## config.mk

```make
export PLATFORM = sky130hd
export DESIGN_NAME = urbs_rx_buffer
export DESIGN_NICKNAME = d
export VERILOG_FILES = /design/src/urbs_pkg.sv /design/src/urbs_rx_buffer.sv
export VERILOG_INCLUDE_DIRS = /design/src
export SDC_FILE = /design/constraint.sdc
export NUM_CORES = 1
export LEC_CHECK = 0
export ABC_CLOCK_PERIOD_IN_PS = 7080
export BUFFER_PORTS_ARGS = -buffer_cell sky130_fd_sc_hd__buf_2
export CORE_UTILIZATION = 55
export DETAILED_ROUTE_END_ITERATION = 12
export GPL_ROUTABILITY_DRIVEN = 0
export PLACE_DENSITY = 0.84
export REMOVE_ABC_BUFFERS = 1
export SETUP_SLACK_MARGIN = 0.3
export SLEW_MARGIN = 20
export SYNTH_ARGS = -nofsm -noshare
export SYNTH_HDL_FRONTEND = slang
export SYNTH_SLANG_ARGS = --single-unit
```

## constraint.sdc

```tcl
create_clock -name mclk -period 7.08 [get_ports mclk]
set_input_delay 1.062 -clock mclk [delete_from_list [all_inputs] [get_ports mclk]]
set_output_delay 1.062 -clock mclk [all_outputs]
set_load 0.02 [all_outputs]
```

## src/urbs_regs.svh

```systemverilog
// Register offsets, field positions, reset values of the receive buffer block.
// Assumes a 32-bit APB slave; every register is one aligned word.
`ifndef URBS_REGS_SVH
`define URBS_REGS_SVH
`define URBS_OFF_STATUS 4'h0
`define URBS_OFF_CTRL_B 4'h4
`define URBS_OFF_CTRL_C 4'h8
`define URBS_OFF_DATA 4'hc
`define URBS_BIT_RXC 7
`define URBS_BIT_FE 4
`define URBS_BIT_DOR 3
`define URBS_BIT_PE 2
`define URBS_BIT_RX_COMPLETE_IRQ_EN 7
`define URBS_BIT_RECEIVER_ENABLE 4
`define URBS_BIT_RX9 1
`define URBS_BIT_TX9 0
`define URBS_BIT_UPMH 5
`define URBS_BIT_UPML 4
`define URBS_BIT_STOPS 3
`define URBS_CSZ_NINE 3'h7
`define URBS_RST_CSZ 3'h3
`endif

```

## src/urbs_pkg.sv

```systemverilog
// Types shared by the receive buffer block.
// Assumes the constants header is included by the user.
package urbs_pkg;
   typedef struct packed {
      logic [8:0] data;
      logic fe;
      logic overrun_flag;
      logic pe;
   } urbs_entry_t;

   typedef struct packed {
      urbs_entry_t [1:0] ent;
      logic rd_ptr;
      logic [1:0] cnt;
      logic pend;
      urbs_entry_t pend_ent;
      logic ovr;
      logic rx_complete_irq_en;
      logic rx_en;
      logic tx9;
      logic upm_hi;
      logic upm_lo;
      logic stops;
      logic [2:0] csz;
      logic [31:0] prdata;
      logic pready;
      logic pslverr;
      logic irq;
   } urbs_state_t;
endpackage

```

## src/urbs_rx_buffer.sv

```systemverilog
// Receive buffer, status flags and parity check of a serial port, APB slave.
// Assumes a bit-level receiver delivers each frame at its first stop bit.
`timescale 1ns/1ps
`include "urbs_regs.svh"

module urbs_rx_buffer import urbs_pkg::*; #(
   parameter int RX_DEPTH = 2
) (
   input wire logic mclk,
   input wire logic rst_n,
   input wire logic psel,
   input wire logic penable,
   input wire logic pwrite,
   input wire logic [31:0] paddr,
   input wire logic [31:0] pwdata,
   output logic [31:0] prdata,
   output logic pready,
   output logic pslverr,
   input wire logic frame_valid,
   input wire logic [8:0] frame_data,
   input wire logic frame_parity,
   input wire logic frame_stop1,
   input wire logic start_detect,
   input wire logic global_irq_en,
   output logic rx_irq,
   output logic rx_pin_claim
);

   ////////////////////////////////////////////////////////////////////////
   generate
      if (RX_DEPTH != 2) begin : g_bad_depth
         $error("urbs_rx_buffer serves a two-entry buffer only");
      end
   endgenerate

   urbs_state_t s_q;
   urbs_state_t s_d;

   function automatic logic [8:0] urbs_mask(input logic [2:0] csz);
      logic [8:0] m;
      m = 9'h01f;
      unique case (csz)
         3'h1: m = 9'h03f;
         3'h2: m = 9'h07f;
         3'h3: m = 9'h0ff;
         `URBS_CSZ_NINE: m = 9'h1ff;
         default: m = 9'h01f;
      endcase
      return m;
   endfunction

   logic acc;
   logic wr;
   logic rd;
   logic pop;
   logic nine;
   logic [8:0] fdata;
   logic wr_idx;
   urbs_entry_t head;
   urbs_entry_t newe;
   logic [7:0] rbyte;

   ////////////////////////////////////////////////////////////////////////
   always_comb begin
      s_d = s_q;
      // Accesses outside the register map answer with an error and leave all state alone
      acc = psel & penable & s_q.pready & (paddr[31:4] == 28'h0);
      wr = acc & pwrite;
      rd = acc & ~pwrite;
      head = s_q.ent[s_q.rd_ptr];
      nine = (s_q.csz == `URBS_CSZ_NINE);
      pop = rd & (paddr[3:0] == `URBS_OFF_DATA) & (s_q.cnt != 2'h0);
      // Frame captured with the settings in force on arrival
      fdata = frame_data & urbs_mask(s_q.csz);
      newe.data = fdata;
      newe.fe = ~frame_stop1;
      newe.overrun_flag = 1'b0;
      newe.pe = s_q.upm_hi & (^fdata ^ frame_parity ^ s_q.upm_lo);
      // Read frees the head entry at once
      if (pop) begin
         s_d.rd_ptr = ~s_q.rd_ptr;
         s_d.cnt = s_q.cnt - 2'h1;
      end
      // Status writes are ignored by the flag storage
      if (wr && paddr[3:0] == `URBS_OFF_CTRL_B) begin
         s_d.rx_complete_irq_en = pwdata[`URBS_BIT_RX_COMPLETE_IRQ_EN];
         s_d.rx_en = pwdata[`URBS_BIT_RECEIVER_ENABLE];
         s_d.tx9 = pwdata[`URBS_BIT_TX9];
      end
      if (wr && paddr[3:0] == `URBS_OFF_CTRL_C) begin
         s_d.upm_hi = pwdata[`URBS_BIT_UPMH];
         s_d.upm_lo = pwdata[`URBS_BIT_UPML];
         s_d.stops = pwdata[`URBS_BIT_STOPS];
         s_d.csz = pwdata[2:0];
      end
      // Waiting frame moves in first, keeping arrival order
      wr_idx = s_d.rd_ptr ^ s_d.cnt[0];
      if (s_q.pend && s_d.cnt != 2'h2) begin
         s_d.ent[wr_idx] = s_q.pend_ent;
         s_d.ent[wr_idx].overrun_flag = s_q.ovr;
         s_d.cnt = s_d.cnt + 2'h1;
         s_d.pend = 1'b0;
         s_d.ovr = 1'b0;
      end
      wr_idx = s_d.rd_ptr ^ s_d.cnt[0];
      if (s_q.rx_en && frame_valid) begin
         if (!s_d.pend && s_d.cnt != 2'h2) begin
            s_d.ent[wr_idx] = newe;
            s_d.ent[wr_idx].overrun_flag = s_d.ovr;
            s_d.cnt = s_d.cnt + 2'h1;
            s_d.ovr = 1'b0;
         end else begin
            // A still-waiting frame is overwritten and lost
            if (s_d.pend) begin
               s_d.ovr = 1'b1;
            end
            s_d.pend = 1'b1;
            s_d.pend_ent = newe;
         end
      end
      // New start bit over a waiting frame: that frame is lost; a data read in the same cycle saves it
      if (s_q.rx_en && start_detect && s_q.pend && s_q.cnt == 2'h2 && !pop) begin
         s_d.ovr = 1'b1;
         s_d.pend = 1'b0;
      end
      // Disable flushes in the same edge that clears the enable
      if (!s_d.rx_en) begin
         s_d.cnt = 2'h0;
         s_d.pend = 1'b0;
         s_d.ovr = 1'b0;
      end
      s_d.irq = s_d.rx_complete_irq_en & (s_d.cnt != 2'h0) & global_irq_en;
      // APB: data latched in setup, ready in the first access cycle
      s_d.pready = psel & ~penable;
      s_d.pslverr = 1'b0;
      s_d.prdata = 32'h0;
      rbyte = 8'h00;
      if (psel && !penable) begin
         unique case (paddr[3:0])
            `URBS_OFF_STATUS: begin
               rbyte[`URBS_BIT_RXC] = (s_q.cnt != 2'h0);
               rbyte[`URBS_BIT_FE] = head.fe & (s_q.cnt != 2'h0);
               rbyte[`URBS_BIT_DOR] = head.overrun_flag & (s_q.cnt != 2'h0);
               rbyte[`URBS_BIT_PE] = head.pe & (s_q.cnt != 2'h0);
            end
            `URBS_OFF_CTRL_B: begin
               rbyte[`URBS_BIT_RX_COMPLETE_IRQ_EN] = s_q.rx_complete_irq_en;
               rbyte[`URBS_BIT_RECEIVER_ENABLE] = s_q.rx_en;
               rbyte[`URBS_BIT_RX9] = head.data[8] & nine & (s_q.cnt != 2'h0);
               rbyte[`URBS_BIT_TX9] = s_q.tx9;
            end
            `URBS_OFF_CTRL_C: begin
               rbyte[`URBS_BIT_UPMH] = s_q.upm_hi;
               rbyte[`URBS_BIT_UPML] = s_q.upm_lo;
               rbyte[`URBS_BIT_STOPS] = s_q.stops;
               rbyte[2:0] = s_q.csz;
            end
            `URBS_OFF_DATA: begin
               rbyte = (s_q.cnt != 2'h0) ? head.data[7:0] : 8'h00;
            end
            default: s_d.pslverr = 1'b1;
         endcase
         if (paddr[31:4] != 28'h0) begin
            s_d.pslverr = 1'b1;
            rbyte = 8'h00;
         end
      end
      s_d.prdata = {24'h000000, rbyte};
   end

   always_ff @(posedge mclk or negedge rst_n) begin
      if (!rst_n) begin
         s_q <= '0;
         s_q.csz <= `URBS_RST_CSZ;
      end else begin
         s_q <= s_d;
      end
   end

   assign prdata = s_q.prdata;
   assign pready = s_q.pready;
   assign pslverr = s_q.pslverr;
   assign rx_irq = s_q.irq;
   assign rx_pin_claim = s_q.rx_en;

   ////////////////////////////////////////////////////////////////////////
   // Checks
   logic dread;
   logic sread;
   assign dread = psel & penable & pready & ~pwrite & (paddr == 32'hc);
   assign sread = psel & ~penable & ~pwrite & (paddr == 32'h0);

   irq_level_a: assert property (@(posedge mclk) disable iff (!rst_n)
      // A write to the control word may legally drop the request
      (s_q.cnt != 2'h0 && s_q.rx_complete_irq_en && global_irq_en && !dread &&
      !(psel && penable && pwrite && paddr == 32'h4)) |=> rx_irq)
      else $error("interrupt not requested while data buffered");
   irq_no_err_a: assert property (@(posedge mclk) disable iff (!rst_n)
      rx_irq |-> s_q.cnt != 2'h0 && s_q.rx_complete_irq_en && $past(global_irq_en))
      else $error("interrupt without buffered data");
   flush_off_a: assert property (@(posedge mclk) disable iff (!rst_n)
      !s_q.rx_en |-> s_q.cnt == 2'h0 && !s_q.pend)
      else $error("buffer not flushed while disabled");
   pop_adv_a: assert property (@(posedge mclk) disable iff (!rst_n)
      (dread && s_q.cnt != 2'h0 && !frame_valid && !s_q.pend && s_q.rx_en) |=>
      s_q.cnt == $past(s_q.cnt) - 2'h1 && s_q.rd_ptr != $past(s_q.rd_ptr))
      else $error("data read did not advance buffer");
   rxc_read_a: assert property (@(posedge mclk) disable iff (!rst_n)
      sread |=> prdata[7] == $past(s_q.cnt != 2'h0))
      else $error("receive-complete mismatch");
   fe_stop_a: assert property (@(posedge mclk) disable iff (!rst_n)
      (frame_valid && s_q.rx_en && s_q.cnt == 2'h0 && !s_q.pend && !dread &&
      !(psel && penable && pwrite)) |=> s_q.ent[s_q.rd_ptr].fe == !$past(frame_stop1))
      else $error("frame error does not follow stop bit");
   pe_off_a: assert property (@(posedge mclk) disable iff (!rst_n)
      (frame_valid && s_q.rx_en && !s_q.upm_hi && s_q.cnt == 2'h0 && !s_q.pend &&
      !(psel && penable && pwrite)) |=> !s_q.ent[s_q.rd_ptr].pe)
      else $error("parity error with checking off");
   ovr_set_a: assert property (@(posedge mclk) disable iff (!rst_n)
      (start_detect && s_q.rx_en && s_q.pend && s_q.cnt == 2'h2 && !dread &&
      !(psel && penable && pwrite)) |=> s_q.ovr && !s_q.pend)
      else $error("overrun not flagged");
   short_mask_a: assert property (@(posedge mclk) disable iff (!rst_n)
      (psel && !penable && paddr == 32'hc && s_q.csz == 3'h0) |=> prdata[31:5] == 27'h0)
      else $error("unused data bits not zero");

   // Buffer order, overrun marking, error and ninth-bit flags, status, flush and interrupt gate
   err_no_pop_a: assert property (@(posedge mclk) disable iff (!rst_n)
      (psel && penable && pready && pslverr && !frame_valid && !s_q.pend) |=>
      s_q.cnt == $past(s_q.cnt) && s_q.rd_ptr == $past(s_q.rd_ptr))
      else $error("errored access changed the buffer");

   pop_frees_a: assert property (@(posedge mclk) disable iff (!rst_n)
      (dread && s_q.cnt == 2'h2 && s_q.pend && s_q.rx_en && !frame_valid && !start_detect) |=>
      s_q.cnt == 2'h2 && !s_q.pend)
      else $error("read entry not freed for the waiting frame");

   dor_carry_a: assert property (@(posedge mclk) disable iff (!rst_n)
      (dread && s_q.cnt == 2'h2 && s_q.pend && s_q.ovr && s_q.rx_en && !frame_valid && !start_detect) |=>
      s_q.ent[~s_q.rd_ptr].overrun_flag && !s_q.ovr)
      else $error("lost frame not marked on the next entry");

   dor_clear_a: assert property (@(posedge mclk) disable iff (!rst_n)
      (frame_valid && s_q.rx_en && s_q.cnt != 2'h2 && !s_q.pend && !(psel && penable && pwrite)) |=>
      !s_q.ovr)
      else $error("overrun not cleared by a stored frame");

   full_hold_a: assert property (@(posedge mclk) disable iff (!rst_n)
      (frame_valid && s_q.rx_en && s_q.cnt == 2'h2 && !s_q.pend && !dread && !(psel && penable && pwrite)) |=>
      s_q.cnt == 2'h2 && s_q.pend)
      else $error("frame into a full buffer not held waiting");

   head_hold_a: assert property (@(posedge mclk) disable iff (!rst_n)
      (s_q.cnt != 2'h0 && !dread && !(psel && penable && pwrite)) |=>
      s_q.ent[s_q.rd_ptr] == $past(s_q.ent[s_q.rd_ptr]))
      else $error("entry at the read position changed before its read");

   fe_next_a: assert property (@(posedge mclk) disable iff (!rst_n)
      (frame_valid && s_q.rx_en && s_q.cnt == 2'h1 && !s_q.pend && !dread && !(psel && penable && pwrite)) |=>
      s_q.ent[~s_q.rd_ptr].fe == !$past(frame_stop1))
      else $error("frame error not stored with its entry");

   pe_off_next_a: assert property (@(posedge mclk) disable iff (!rst_n)
      (frame_valid && s_q.rx_en && !s_q.upm_hi && s_q.cnt == 2'h1 && !s_q.pend && !dread &&
      !(psel && penable && pwrite)) |=> !s_q.ent[~s_q.rd_ptr].pe)
      else $error("parity error stored with checking off");

   ninth_keep_a: assert property (@(posedge mclk) disable iff (!rst_n)
      (frame_valid && s_q.rx_en && s_q.csz == `URBS_CSZ_NINE && s_q.cnt == 2'h0 && !s_q.pend &&
      !(psel && penable && pwrite)) |=> s_q.ent[s_q.rd_ptr].data == $past(frame_data))
      else $error("nine-bit character not stored whole");

   nine_short_a: assert property (@(posedge mclk) disable iff (!rst_n)
      (psel && !penable && paddr == 32'h4 && s_q.csz != `URBS_CSZ_NINE) |=>
      !prdata[`URBS_BIT_RX9])
      else $error("ninth bit set for a short character");

   stat_empty_a: assert property (@(posedge mclk) disable iff (!rst_n)
      (sread && s_q.cnt == 2'h0) |=>
      prdata == 32'h0)
      else $error("status not clear with the buffer empty");

   wr_status_a: assert property (@(posedge mclk) disable iff (!rst_n)
      (psel && penable && pready && pwrite && paddr == 32'h0 && !frame_valid && !s_q.pend) |=>
      s_q.cnt == $past(s_q.cnt) && s_q.ent == $past(s_q.ent))
      else $error("status write altered the buffer");

   dis_flush_a: assert property (@(posedge mclk) disable iff (!rst_n)
      (psel && penable && pready && pwrite && paddr == 32'h4 && !pwdata[`URBS_BIT_RECEIVER_ENABLE]) |=>
      s_q.cnt == 2'h0 && !rx_irq && !rx_pin_claim)
      else $error("disable did not flush at once");

   frame_drop_a: assert property (@(posedge mclk) disable iff (!rst_n)
      (frame_valid && !s_q.rx_en && !(psel && penable && pwrite)) |=>
      s_q.cnt == 2'h0 && !s_q.pend)
      else $error("frame taken while the receiver is off");

   irq_gate_a: assert property (@(posedge mclk) disable iff (!rst_n)
      !global_irq_en |=>
      !rx_irq)
      else $error("interrupt requested with the global gate closed");

   full_c: cover property (@(posedge mclk) disable iff (!rst_n) s_q.cnt == 2'h2 && s_q.pend);
   ovr_c: cover property (@(posedge mclk) disable iff (!rst_n) $rose(s_q.ovr));
   irq_c: cover property (@(posedge mclk) disable iff (!rst_n) rx_irq ##1 dread);
   dor_c: cover property (@(posedge mclk) disable iff (!rst_n) dread ##1 s_q.ent[s_q.rd_ptr].overrun_flag);
   flush_c: cover property (@(posedge mclk) disable iff (!rst_n) $fell(rx_pin_claim));
endmodule
```

==> impl_metrics.json, run 1 <==
{
  "ant_nets": 0,
  "vias": 2816,
  "synth.yosys.seq_area_share_pct": 42.7,
  "path_clk_slew_ns": 0.07,
  "ys_types": 57,
  "yosysMostFrequentCell": "dfrtp_1",
  "cts-hold-fix-buffers": 0,
  "drt-total-wl_mm": 7.87,
  "status": "completed",
  "crit_fanout": 22,
  "period_minus_slack_ns": 5.45,
  "syn_inst": 361,
  "synth_compound_area_share_pct": 13.0,
  "skew_ns": 0.0103,
  "synth_common_cells": "dfrtp_1, nand2_1, buf_4, mux2i_1, o21ai_0",
  "nets": 509,
  "dp_cells": 486,
  "fmax_mhz": 183,
  "slew_headroom_pct": 45.5,
  "cts-root-buf": "clkbuf_8",
  "fin_cells": 502,
  "async_reset_ff_share_pct": 100,
  "cts_tree": "done",
  "worstSetupPathType": "input port to flop",
  "area_growth_pct": 13.0,
  "synth.cell_area_um2": 3530,
  "p_per_area_nw_per_um2": 178,
  "globalRouteOverflowTotal": 0,
  "crit_path_start": "paddr[1]",
  "synth.area.top_cells": "dfrtp_1, mux2i_1, buf_4",
  "reg2reg_from": "s_q[58]",
  "remaining_drc_errors": 0,
  "diodes": 0,
  "synthAdderAreaFrac_pct": 1.42,
  "htree_levels": 3,
  "first_pass_iters": 4,
  "cts.sinks": 60,
  "worstSkewPairLatency_ns": 0.34,
  "start_kind": "input port",
  "finalMaxSlewViolations": 0,
  "setup_tns_ns": 0,
  "track_usage_pct": 24.7,
  "dieArea_um2": 6730,
  "worstPathRequired_ns": 7.30,
  "netlist.area_leader.share_pct": 41.2,
  "synth_area_leader_cell": "dfrtp_1",
  "fin_area_um2": 3980,
  "min_path_cells": 2,
  "grt_pass1_vias": 2637,
  "leakagePower_nw": 1.86,
  "hold_start": "s_q[48]",
  "die_h_um": 82.1,
  "drv_cap": 0,
  "hpwlAfterDp_mm": 5.56,
  "yosys.area_share.xor_xnor_pct": 4.08,
  "yosys_warnings": 0,
  "io_pins": 119,
  "synth_top_family_by_area": "simple AND/OR/NAND/NOR gates",
  "cp_data_arrival_time_ns": 5.67,
  "fin_crit_sh_pct": 77.0,
  "coreArea_um2": 6060,
  "rsz0062_at_grt": "no",
  "die_x_um": 82.1,
  "ys_seq_elements": 60,
  "drtIter0Drc": 143,
  "antenna_found_initial": 0,
  "finalSetupViolCount": 0,
  "post_cts_resized": 0,
  "hold_violations": 0,
  "r2r_cells": 16,
  "wire_per_inst_um": 15.7,
  "ir_worst_vdd_mv": 0.119,
  "start_util_pct": 58.2,
  "fin_hold_ws_ns": 0.507,
  "postCtsSetupBuffers": 0,
  "viasPerCell": 5.61,
  "syn_area_per_cell_um2": 9.77,
  "endpoint_kind": "flop",
  "grt_pass1_wl_mm": 12.3,
  "drive_gt1_share_pct": 28.1,
  "hp-class": "flop to flop",
  "synth_ff_type": "dfrtp_1",
  "n_fill_cell": 481,
  "synthMuxAreaShare_pct": 11.3,
  "rows": 28,
  "clockBufferDepth": 2,
  "postPlaceCellArea_um2": 3780,
  "synth_enable_flop_cells": 0,
  "synth_simple_gate_area_share_pct": 18.1,
  "port-buffer-count": 69,
  "worst_slew_pin_slew_ns": 0.818,
  "numCtsBuffers": 9,
  "grt_max_degree": 61
}
[worst max-delay path: stages]
cell,delay [ns]
buf_2,0.13
nor4b_4,0.34
nand4b_2,0.22
nor3_2,0.47
a21oi_1,0.14
ha_1,0.23
nand2b_1,0.43
or2_2,0.42
a2111o_1,0.42
and2_4,0.18
ha_1,0.24
nor3_1,0.35
and2_1,0.67
a21oi_1,0.10
a31o_2,0.25
[through the flow]
step / total power, mW / setup slack [ns] / util [%]
global placement: 0.402 / 1.46 / 62.4
global route: 0.737 / 1.26 / 65.7
detailed placement: 0.403 / 1.34 / 62.4
finish: 0.711 / 1.63 / 65.7
floorplan: 0.374 / 1.73 / -
CTS: 0.714 / 1.68 / 65.7
[cell type report]
cell class                      count  area (um^2)  area share, %
Clock inverter                      4         47.5           1.19
Multi-Input combinational cell    271         1780           44.7
Clock buffer                       12          155           3.89
Tap cell                           75         93.8           2.36
Sequential cell                    60         1500           37.8
Timing Repair Buffer               73          375           9.42
Inverter                            7         26.3          0.660
[path summary, 6_finish.rpt]
path | endpoint | slack, ns
min reg2reg | s_q[48] | 0.51
min | s_q[48] | 0.51
max in group asynchronous | s_q[62] | 5.70
max | s_q[73] | 1.63
max reg2reg | s_q[73] | 1.64
min in group asynchronous | prdata[0] | 0.87
[power by group]
part           internal [mW]  switching, mW  total, mW
combinational         0.0195         0.0335     0.0530
sequential             0.343       0.000198      0.344
clock                  0.181          0.134      0.314
[cell families (layout without fill, tap and decap cells)]
family / after synthesis / after routing
multiplexers: 38 / 38
AND/OR/NAND/NOR: 119 / 119
XOR/XNOR: 14 / 14
buffers and inverters: 53 / 96
adder cells (fa/ha/maj): 4 / 4
flip-flops: 60 / 60
AO/OA/AOI/OAI: 72 / 72
other: 1 / 24
[placed cells by master, fill, tap and decap left out, drive strengths merged, types with 7 or more instances in the layout]
master | netlist | final
nand3 | 9 | 9
nor2 | 18 | 18
nor4 | 7 | 7
mux2 | 12 | 12
buf | 39 | 73
xnor2 | 11 | 11
conb | 1 | 24
nor2b | 8 | 8
dfrtp | 58 | 58
o21ai | 20 | 20
clkbuf | 7 | 12
a21oi | 19 | 19
a211oi | 8 | 8
nor3 | 9 | 9
nand2 | 45 | 45
inv | 7 | 7
mux2i | 26 | 26
[flip-flops by register name, summed over array words and instances (netlist names)]
| register | cells |
|---|---|
| s_q | 48 |
| rx_pin_claim | 1 |
| pready | 1 |
| prdata | 8 |
| pslverr | 1 |
| rx_irq | 1 |
[layer usage]
layer / vias to the layer above / share of wire (%) / track usage [%]
met5: - / 0 / 0
met1: 1384 / 42 / 30.6
met2: 71 / 51 / 42.1
met3: 14 / 4.7 / 5.22
li1: 1347 / - / -
met4: 0 / 1.9 / 9.30
Note: power is estimated with default switching activity, not from simulation.
==> run 2: changes to the inputs <==
--- a/config.mk
+++ b/config.mk
@@ -6,12 +6,13 @@
 export SDC_FILE = /design/constraint.sdc
 export NUM_CORES = 1
 export LEC_CHECK = 0
-export ABC_CLOCK_PERIOD_IN_PS = 7080
+export ABC_AREA = 1
+export ABC_CLOCK_PERIOD_IN_PS = 4500
 export BUFFER_PORTS_ARGS = -buffer_cell sky130_fd_sc_hd__buf_2
-export CORE_UTILIZATION = 55
+export CORE_UTILIZATION = 46
 export DETAILED_ROUTE_END_ITERATION = 12
 export GPL_ROUTABILITY_DRIVEN = 0
-export PLACE_DENSITY = 0.84
+export PLACE_DENSITY = 0.74
 export REMOVE_ABC_BUFFERS = 1
 export SETUP_SLACK_MARGIN = 0.3
 export SLEW_MARGIN = 20
==> constraint.sdc (replaced) <==
create_clock -name mclk -period 4.5 [get_ports mclk]
set_input_delay 0.675 -clock mclk [delete_from_list [all_inputs] [get_ports mclk]]
set_output_delay 0.675 -clock mclk [all_outputs]
set_load 0.02 [all_outputs]
==> run 2 against run 1 <==
Compared with the run above: clock power grew 47%; total power grew to 2.8 times the previous value; first-iteration DRC count increased by 59%; synthesized cell count up 31%; critical path type is now flop to flop; die area grew 24%; combinational power grew to 14 times the previous value; utilization is 12 points lower; clock-buffer cell count is 2 higher; global-route usage shrank 3.9 points; sequential cell count unchanged; design area rose by 4.0%.
==> impl_metrics.json, run 2 <==
{
  "synth.area.top_cells": "dfrtp_1, nand2_1, buf_4",
  "yosys_warnings": 0,
  "path_cells": "inv_1 > ha_1 > inv_1 > nand4_4 > nor2_4 > nand3_2 > nand2_2 > nand2_2 > ha_1 > nor2_4 > inv_2 > nand2_1 > nand2_1 > ha_1 > nor2_1 > inv_1 > nor2_1 > inv_1 > nor2_2 > clkinvlp_4 > nand2_1 > o21ai_0",
  "p_per_area_nw_per_um2": 474,
  "clockBufferDepth": 2,
  "grt_pass1_vias": 2915,
  "synth_simple_gate_area_share_pct": 26.3,
  "hpwlAfterDp_mm": 5.85,
  "leakagePower_nw": 2.19,
  "yosys.area_share.xor_xnor_pct": 2.82,
  "area_growth_pct": 12.5,
  "dp_cells": 623,
  "max_stage_delay_ns": 0.43,
  "rows": 32,
  "hold_violations": 0,
  "period_minus_slack_ns": 3.88,
  "finalMaxSlewViolations": 0,
  "cp_data_arrival_time_ns": 4.09,
  "crit_fanout": 11,
  "start_util_pct": 47.7,
  "path_clk_slew_ns": 0.06,
  "finalSetupViolCount": 0,
  "die_x_um": 91.5,
  "worst_slew_pin_slew_ns": 0.766,
  "fmax_mhz": 257,
  "port-buffer-count": 69,
  "cp_slowest_cell": "dfrtp_1",
  "antenna_found_initial": 0,
  "synth.yosys.seq_area_share_pct": 40.8,
  "grt_max_degree": 61,
  "numCtsBuffers": 9,
  "fin_crit_sh_pct": 86.3,
  "power_frac_clock_pct": 23.6,
  "fin_cells": 640,
  "drtIter0Drc": 227,
  "reg2reg_from": "s_q[58]",
  "synth_enable_flop_cells": 0,
  "setup_tns_ns": 0,
  "r2r_cells": 22,
  "power.switching_mw": 0.771,
  "switching_share_pct": 39.3,
  "vias": 3106,
  "worstPathRequired_ns": 4.71,
  "die_h_um": 91.5,
  "synth_common_cells": "nand2_1, dfrtp_1, inv_1, o21ai_0, buf_4",
  "io_pins": 119,
  "ant_nets": 0,
  "globalRouteOverflowTotal": 0,
  "worstSkewPairLatency_ns": 0.34,
  "synth_ff_type": "dfrtp_1",
  "synth_top_family_by_area": "simple AND/OR/NAND/NOR gates",
  "hp-class": "input port to asynchronous set/reset pin",
  "final_cell_mix": "nand2_1, buf_2, dfrtp_1",
  "first_pass_iters": 4,
  "syn_area_per_cell_um2": 7.79,
  "worstSetupPathType": "flop to flop",
  "path_buf_inv": 6,
  "ir_worst_vdd_mv": 0.259,
  "diodes": 0,
  "htree_levels": 3,
  "utilization_pct": 53.6,
  "syn_inst": 473,
  "track_usage_pct": 20.9,
  "synthAdderAreaFrac_pct": 1.36,
  "endpoint_kind": "flop",
  "n_fill_cell": 731,
  "rsz0062_at_grt": "no",
  "drv_cap": 0,
  "ys_seq_elements": 60,
  "netlist.area_leader.share_pct": 39.4,
  "slew_headroom_pct": 48.9,
  "path_delay_family": "simple AND/OR/NAND/NOR gates",
  "synthMuxAreaShare_pct": 1.19,
  "dieArea_um2": 8370,
  "ys_types": 45,
  "cts.sinks": 60,
  "seqPwrFrac_pct": 38.0,
  "yosysMostFrequentCell": "nand2_1",
  "viasPerCell": 4.85,
  "drive_gt1_share_pct": 25.1,
  "nets": 621,
  "comb_power_share_pct": 38.5,
  "status": "completed",
  "grt_pass1_wl_mm": 13.4,
  "synth_area_leader_cell": "dfrtp_1",
  "layout_commonest_cell": "nand2_1",
  "r2r_end": "s_q[82]",
  "cpMostUsedCell": "inv_1",
  "skew_ns": 0.00839,
  "async_reset_ff_share_pct": 100,
  "synth.cell_area_um2": 3680,
  "drt-total-wl_mm": 8.37,
  "cts_tree": "done",
  "remaining_drc_errors": 0,
  "reg2reg_slack_ns": 0.62,
  "largest_register_ffs": 48,
  "coreArea_um2": 7730,
  "synth_compound_area_share_pct": 12.7,
  "start_kind": "flop",
  "cell_internal_pwr_mw": 1.19,
  "wire_per_inst_um": 13.1,
  "largest-register": "s_q",
  "cts-root-buf": "clkbuf_8"
}
[run 2: cell count changes in the layout (fill, tap and decap cells not counted), moves of 8 or more]
cell,before,now
xnor2_1,11,3
inv_1,6,51
o21ai_0,20,46
nor2b_1,8,0
nor2_1,18,32
nand2_1,45,126
a21oi_1,19,11
mux2i_1,26,1
[run 2: final cells by class]
class	count	area [um^2]	share of cell area [%]
clock inverters	1	5.00	0.121
inverters	58	221	5.34
flip-flops and latches	60	1500	36.3
repair buffers	72	368	8.88
clock buffers	14	183	4.41
repair inverters	1	7.51	0.181
multi-input cells	332	1730	41.7
well taps	102	128	3.08
[run 2: metal layers]
layer  part of all wire (%)  up-vias  global-route usage, %
met2                     45      127                   33.6
met1                     45     1411                   26.9
met5                      0        -                      0
met4                    1.2        0                   7.14
met3                    7.9        9                   5.86
li1                       -     1559                      -
[run 2: per-stage QoR]
step	instance area [um^2]	hold WS (ns)	setup slack [ns]	power (mW)
6_report	4140	0.475	0.615	1.96
5_1_grt	4140	0.508	0.356	2.13
4_1_cts	4120	0.484	0.606	1.95
3_5_place_dp	3940	0.466	0.510	1.48
3_3_place_gp	3940	0.463	0.616	1.45
2_1_floorplan	3450	0.379	1.18	1.29
[run 2: kinds of logic after synthesis]
| family | Yosys count |
|---|---|
| XOR/XNOR | 11 |
| flip-flops | 60 |
| multiplexers | 4 |
| AND/OR/NAND/NOR | 208 |
| other | 1 |
| buffers and inverters | 104 |
| adder cells (fa/ha/maj) | 4 |
| AO/OA/AOI/OAI | 81 |
[run 2: what timing repair did]
item,in CTS,in global routing
gates resized for setup,0,3
hold endpoints to repair,0,0
buffers inserted,0,1
setup endpoints to repair,0,1
hold buffers,0,0
[run 2: power groups by stage]
| stage | Sequential, mW | Clock, mW | Combinational (mW) |
|---|---|---|---|
| 2_1_floorplan | 0.737 | 0 | 0.557 |
| 3_3_place_gp | 0.749 | 0 | 0.702 |
| 3_5_place_dp | 0.754 | 0 | 0.730 |
| 4_1_cts | 0.746 | 0.472 | 0.733 |
| 5_1_grt | 0.759 | 0.495 | 0.874 |
| 6_report | 0.746 | 0.463 | 0.755 |
[run 2: how the worst max path moves through the flow]
stage | to | startpoint | slack (ns) | cells past startpoint
detailed placement | s_q[83] | paddr[27] | 0.51 | 23
global route | s_q[83] | s_q[58] | 0.36 | 23
floorplan | s_q[83] | paddr[27] | 1.18 | 22
CTS | s_q[83] | s_q[58] | 0.61 | 22
global placement | s_q[83] | paddr[27] | 0.62 | 23
finish | s_q[82] | s_q[58] | 0.62 | 22
[run 2: worst reg2reg max path, delay by kind of cell, from the launching register on]
| kind | cells | cell delay (ns) |
|---|---|---|
| compound gates | 1 | 0.09 |
| buf+inv | 6 | 0.89 |
| flops | 1 | 0.43 |
| fa+ha+maj | 3 | 0.67 |
| simple gates | 12 | 1.69 |
==> run 3: changes to the inputs <==
--- a/config.mk
+++ b/config.mk
@@ -6,13 +6,12 @@
 export SDC_FILE = /design/constraint.sdc
 export NUM_CORES = 1
 export LEC_CHECK = 0
-export ABC_AREA = 1
 export ABC_CLOCK_PERIOD_IN_PS = 4500
 export BUFFER_PORTS_ARGS = -buffer_cell sky130_fd_sc_hd__buf_2
 export CORE_UTILIZATION = 46
 export DETAILED_ROUTE_END_ITERATION = 12
 export GPL_ROUTABILITY_DRIVEN = 0
-export PLACE_DENSITY = 0.74
+export PLACE_DENSITY = 0.75
 export REMOVE_ABC_BUFFERS = 1
 export SETUP_SLACK_MARGIN = 0.3
 export SLEW_MARGIN = 20
==> run 3 against run 2 <==
Compared with the run above: critical path depth is 2 lower; combinational power is 89% lower; critical path type unchanged; clock power is 4.5% higher; register-to-register slack worse by 0.097 ns; wire length is 3.6% lower.
==> impl_metrics.json, run 3 (same netlist as run 1, synthesis figures left out) <==
{
  "endpoint_kind": "flop",
  "grt_max_degree": 61,
  "die_x_um": 89.6,
  "skew_ns": 0.0121,
  "coreArea_um2": 7330,
  "clockBufferDepth": 2,
  "first_pass_iters": 5,
  "rsz0062_at_grt": "no",
  "cts_tree": "done",
  "drive_gt1_share_pct": 32.3,
  "seq_area_um2": 1500,
  "hold_violations": 0,
  "max_stage_delay_ns": 0.49,
  "die_h_um": 89.6,
  "grt.busiest_layer": "met2",
  "io_pins": 119,
  "cts-hold-fix-buffers": 0,
  "port-buffer-count": 69,
  "status": "completed",
  "rows": 31,
  "antenna_found_initial": 0,
  "remaining_drc_errors": 0,
  "n_fill_cell": 657,
  "track_usage_pct": 22.3,
  "worstSkewPairLatency_ns": 0.34,
  "postPlaceCellArea_um2": 3920,
  "slew_headroom_pct": 38.9,
  "start_util_pct": 48.1,
  "finalSetupViolCount": 0,
  "cp_slowest_cell": "or4_1",
  "cp_data_arrival_time_ns": 4.20,
  "nets": 528,
  "globalRouteOverflowTotal": 0,
  "use_met1_pct": 27.4,
  "fin_hold_ws_ns": 0.480,
  "cts-root-buf": "clkbuf_8",
  "fin_cells": 545,
  "fin_crit_sh_pct": 88.5,
  "largest-register": "s_q",
  "leakagePower_nw": 1.95,
  "worst_slew_pin_slew_ns": 0.916,
  "finalMaxSlewViolations": 0,
  "final_cell_mix": "buf_2, dfrtp_1, nand2_1",
  "r2r_end": "s_q[83]",
  "drtIter0Drc": 134,
  "r2r_cells": 20,
  "drv_cap": 0,
  "setup_tns_ns": 0,
  "p_per_area_nw_per_um2": 265,
  "diodes": 0,
  "crit_path_start": "s_q[58]",
  "drt-total-wl_mm": 8.06,
  "fin_area_um2": 4190,
  "numCtsBuffers": 9,
  "layout_commonest_cell": "buf_2",
  "hp-class": "input port to asynchronous set/reset pin",
  "period_minus_slack_ns": 3.98,
  "hpwlAfterDp_mm": 5.90,
  "grt_pass1_vias": 2818,
  "ir_worst_vdd_mv": 0.148,
  "wire_per_inst_um": 14.8,
  "viasPerCell": 5.15,
  "ant_nets": 0,
  "largest_register_ffs": 48,
  "reg2reg_from": "s_q[58]",
  "vias": 2809,
  "worstPathRequired_ns": 4.72,
  "dp_cells": 524,
  "cpMostUsedCell": "ha_2",
  "multiInputGateArea_um2": 1820,
  "fmax_mhz": 251,
  "area_growth_pct": 18.7,
  "htree_levels": 3,
  "path_cells": "inv_2 > ha_2 > nor4b_4 > nand4b_4 > nor3_2 > buf_4 > nor2_1 > a21oi_1 > ha_2 > nand2b_4 > or2b_2 > or4_1 > o211a_2 > inv_1 > ha_2 > nor3_1 > and2_1 > buf_4 > a211oi_1 > a21oi_1",
  "crit_fanout": 11,
  "worstSetupPathType": "flop to flop",
  "use_met3_pct": 5.54,
  "path_clk_slew_ns": 0.07,
  "grt.met2_usage_pct": 37.9,
  "start_kind": "flop",
  "reg2reg_slack_ns": 0.52,
  "dieArea_um2": 8020,
  "grt_pass1_wl_mm": 13.3,
  "cts.sinks": 60
}
==> run 3: cell types whose count changed in the layout (fill, tap and decap cells not counted), moves of 8 or more <==
| cell | previous run | this run |
|---|---|---|
| nand2_1 | 126 | 45 |
| inv_1 | 51 | 6 |
| o21ai_0 | 46 | 20 |
| mux2i_1 | 1 | 26 |
| buf_4 | 3 | 23 |
| nor2_1 | 32 | 17 |
| nor2b_1 | 0 | 8 |
| xnor2_1 | 3 | 11 |
==> run 3: per-stage QoR <==
stage                     power (mW)  utilization [%]  setup WS [ns]
after global placement         0.633             53.4          0.160
final                           1.11             57.1          0.518
after detailed placement       0.635             53.4         0.0549
after CTS                       1.12             56.5          0.329
after global routing            1.15             57.1          0.290
after floorplan                0.588                -         -0.489
==> run 3: repair_timing <==
item                                    4_1_cts  5_1_grt
gates resized for setup                       5        3
endpoints found under the setup margin       33       36
pin swaps                                     1        3
buffers inserted                              2        3
hold endpoints to repair                      0        0
==> run 3: how the worst max path moves through the flow <==
stage,end,depth (start not counted),slack [ns]
floorplan,s_q[61],17,-0.49
global placement,s_q[71],18,0.16
detailed placement,s_q[71],18,0.05
CTS,s_q[82],20,0.33
global route,s_q[75],20,0.29
finish,s_q[83],20,0.52
==> run 3: per-layer routing <==
layer  share of wire (%)  wire [um]  vias up
met5                   0          0        -
met4                 1.1         90        0
met3                 5.9        472        7
met2                  49       3930      100
met1                  44       3570     1321
li1                    -          -     1381
==> run 3: power breakdown <==
group | internal [mW] | leakage, nW | switching (mW)
clock | 0.286 | 0.101 | 0.199
combinational | 0.0309 | 1.02 | 0.0528
sequential | 0.540 | 0.829 | 0.000271
total | 0.857 | 1.95 | 0.252
==> run 3: critical path, delay by kind of cell (launching register included) <==
family | cells | cell delay, ns
flops | 1 | 0.36
fa+ha+maj | 3 | 0.65
simple gates | 9 | 1.79
compound gates | 4 | 0.56
buf+inv | 4 | 0.48
==> run 3: layout make-up <==
| type | count | area share (%) |
|---|---|---|
| clock buffers | 14 | 3.89 |
| clock inverters | 2 | 0.837 |
| inverters | 7 | 0.628 |
| multi-input cells | 271 | 43.4 |
| flip-flops and latches | 60 | 35.9 |
| well taps | 99 | 2.96 |
| repair buffers | 92 | 12.4 |
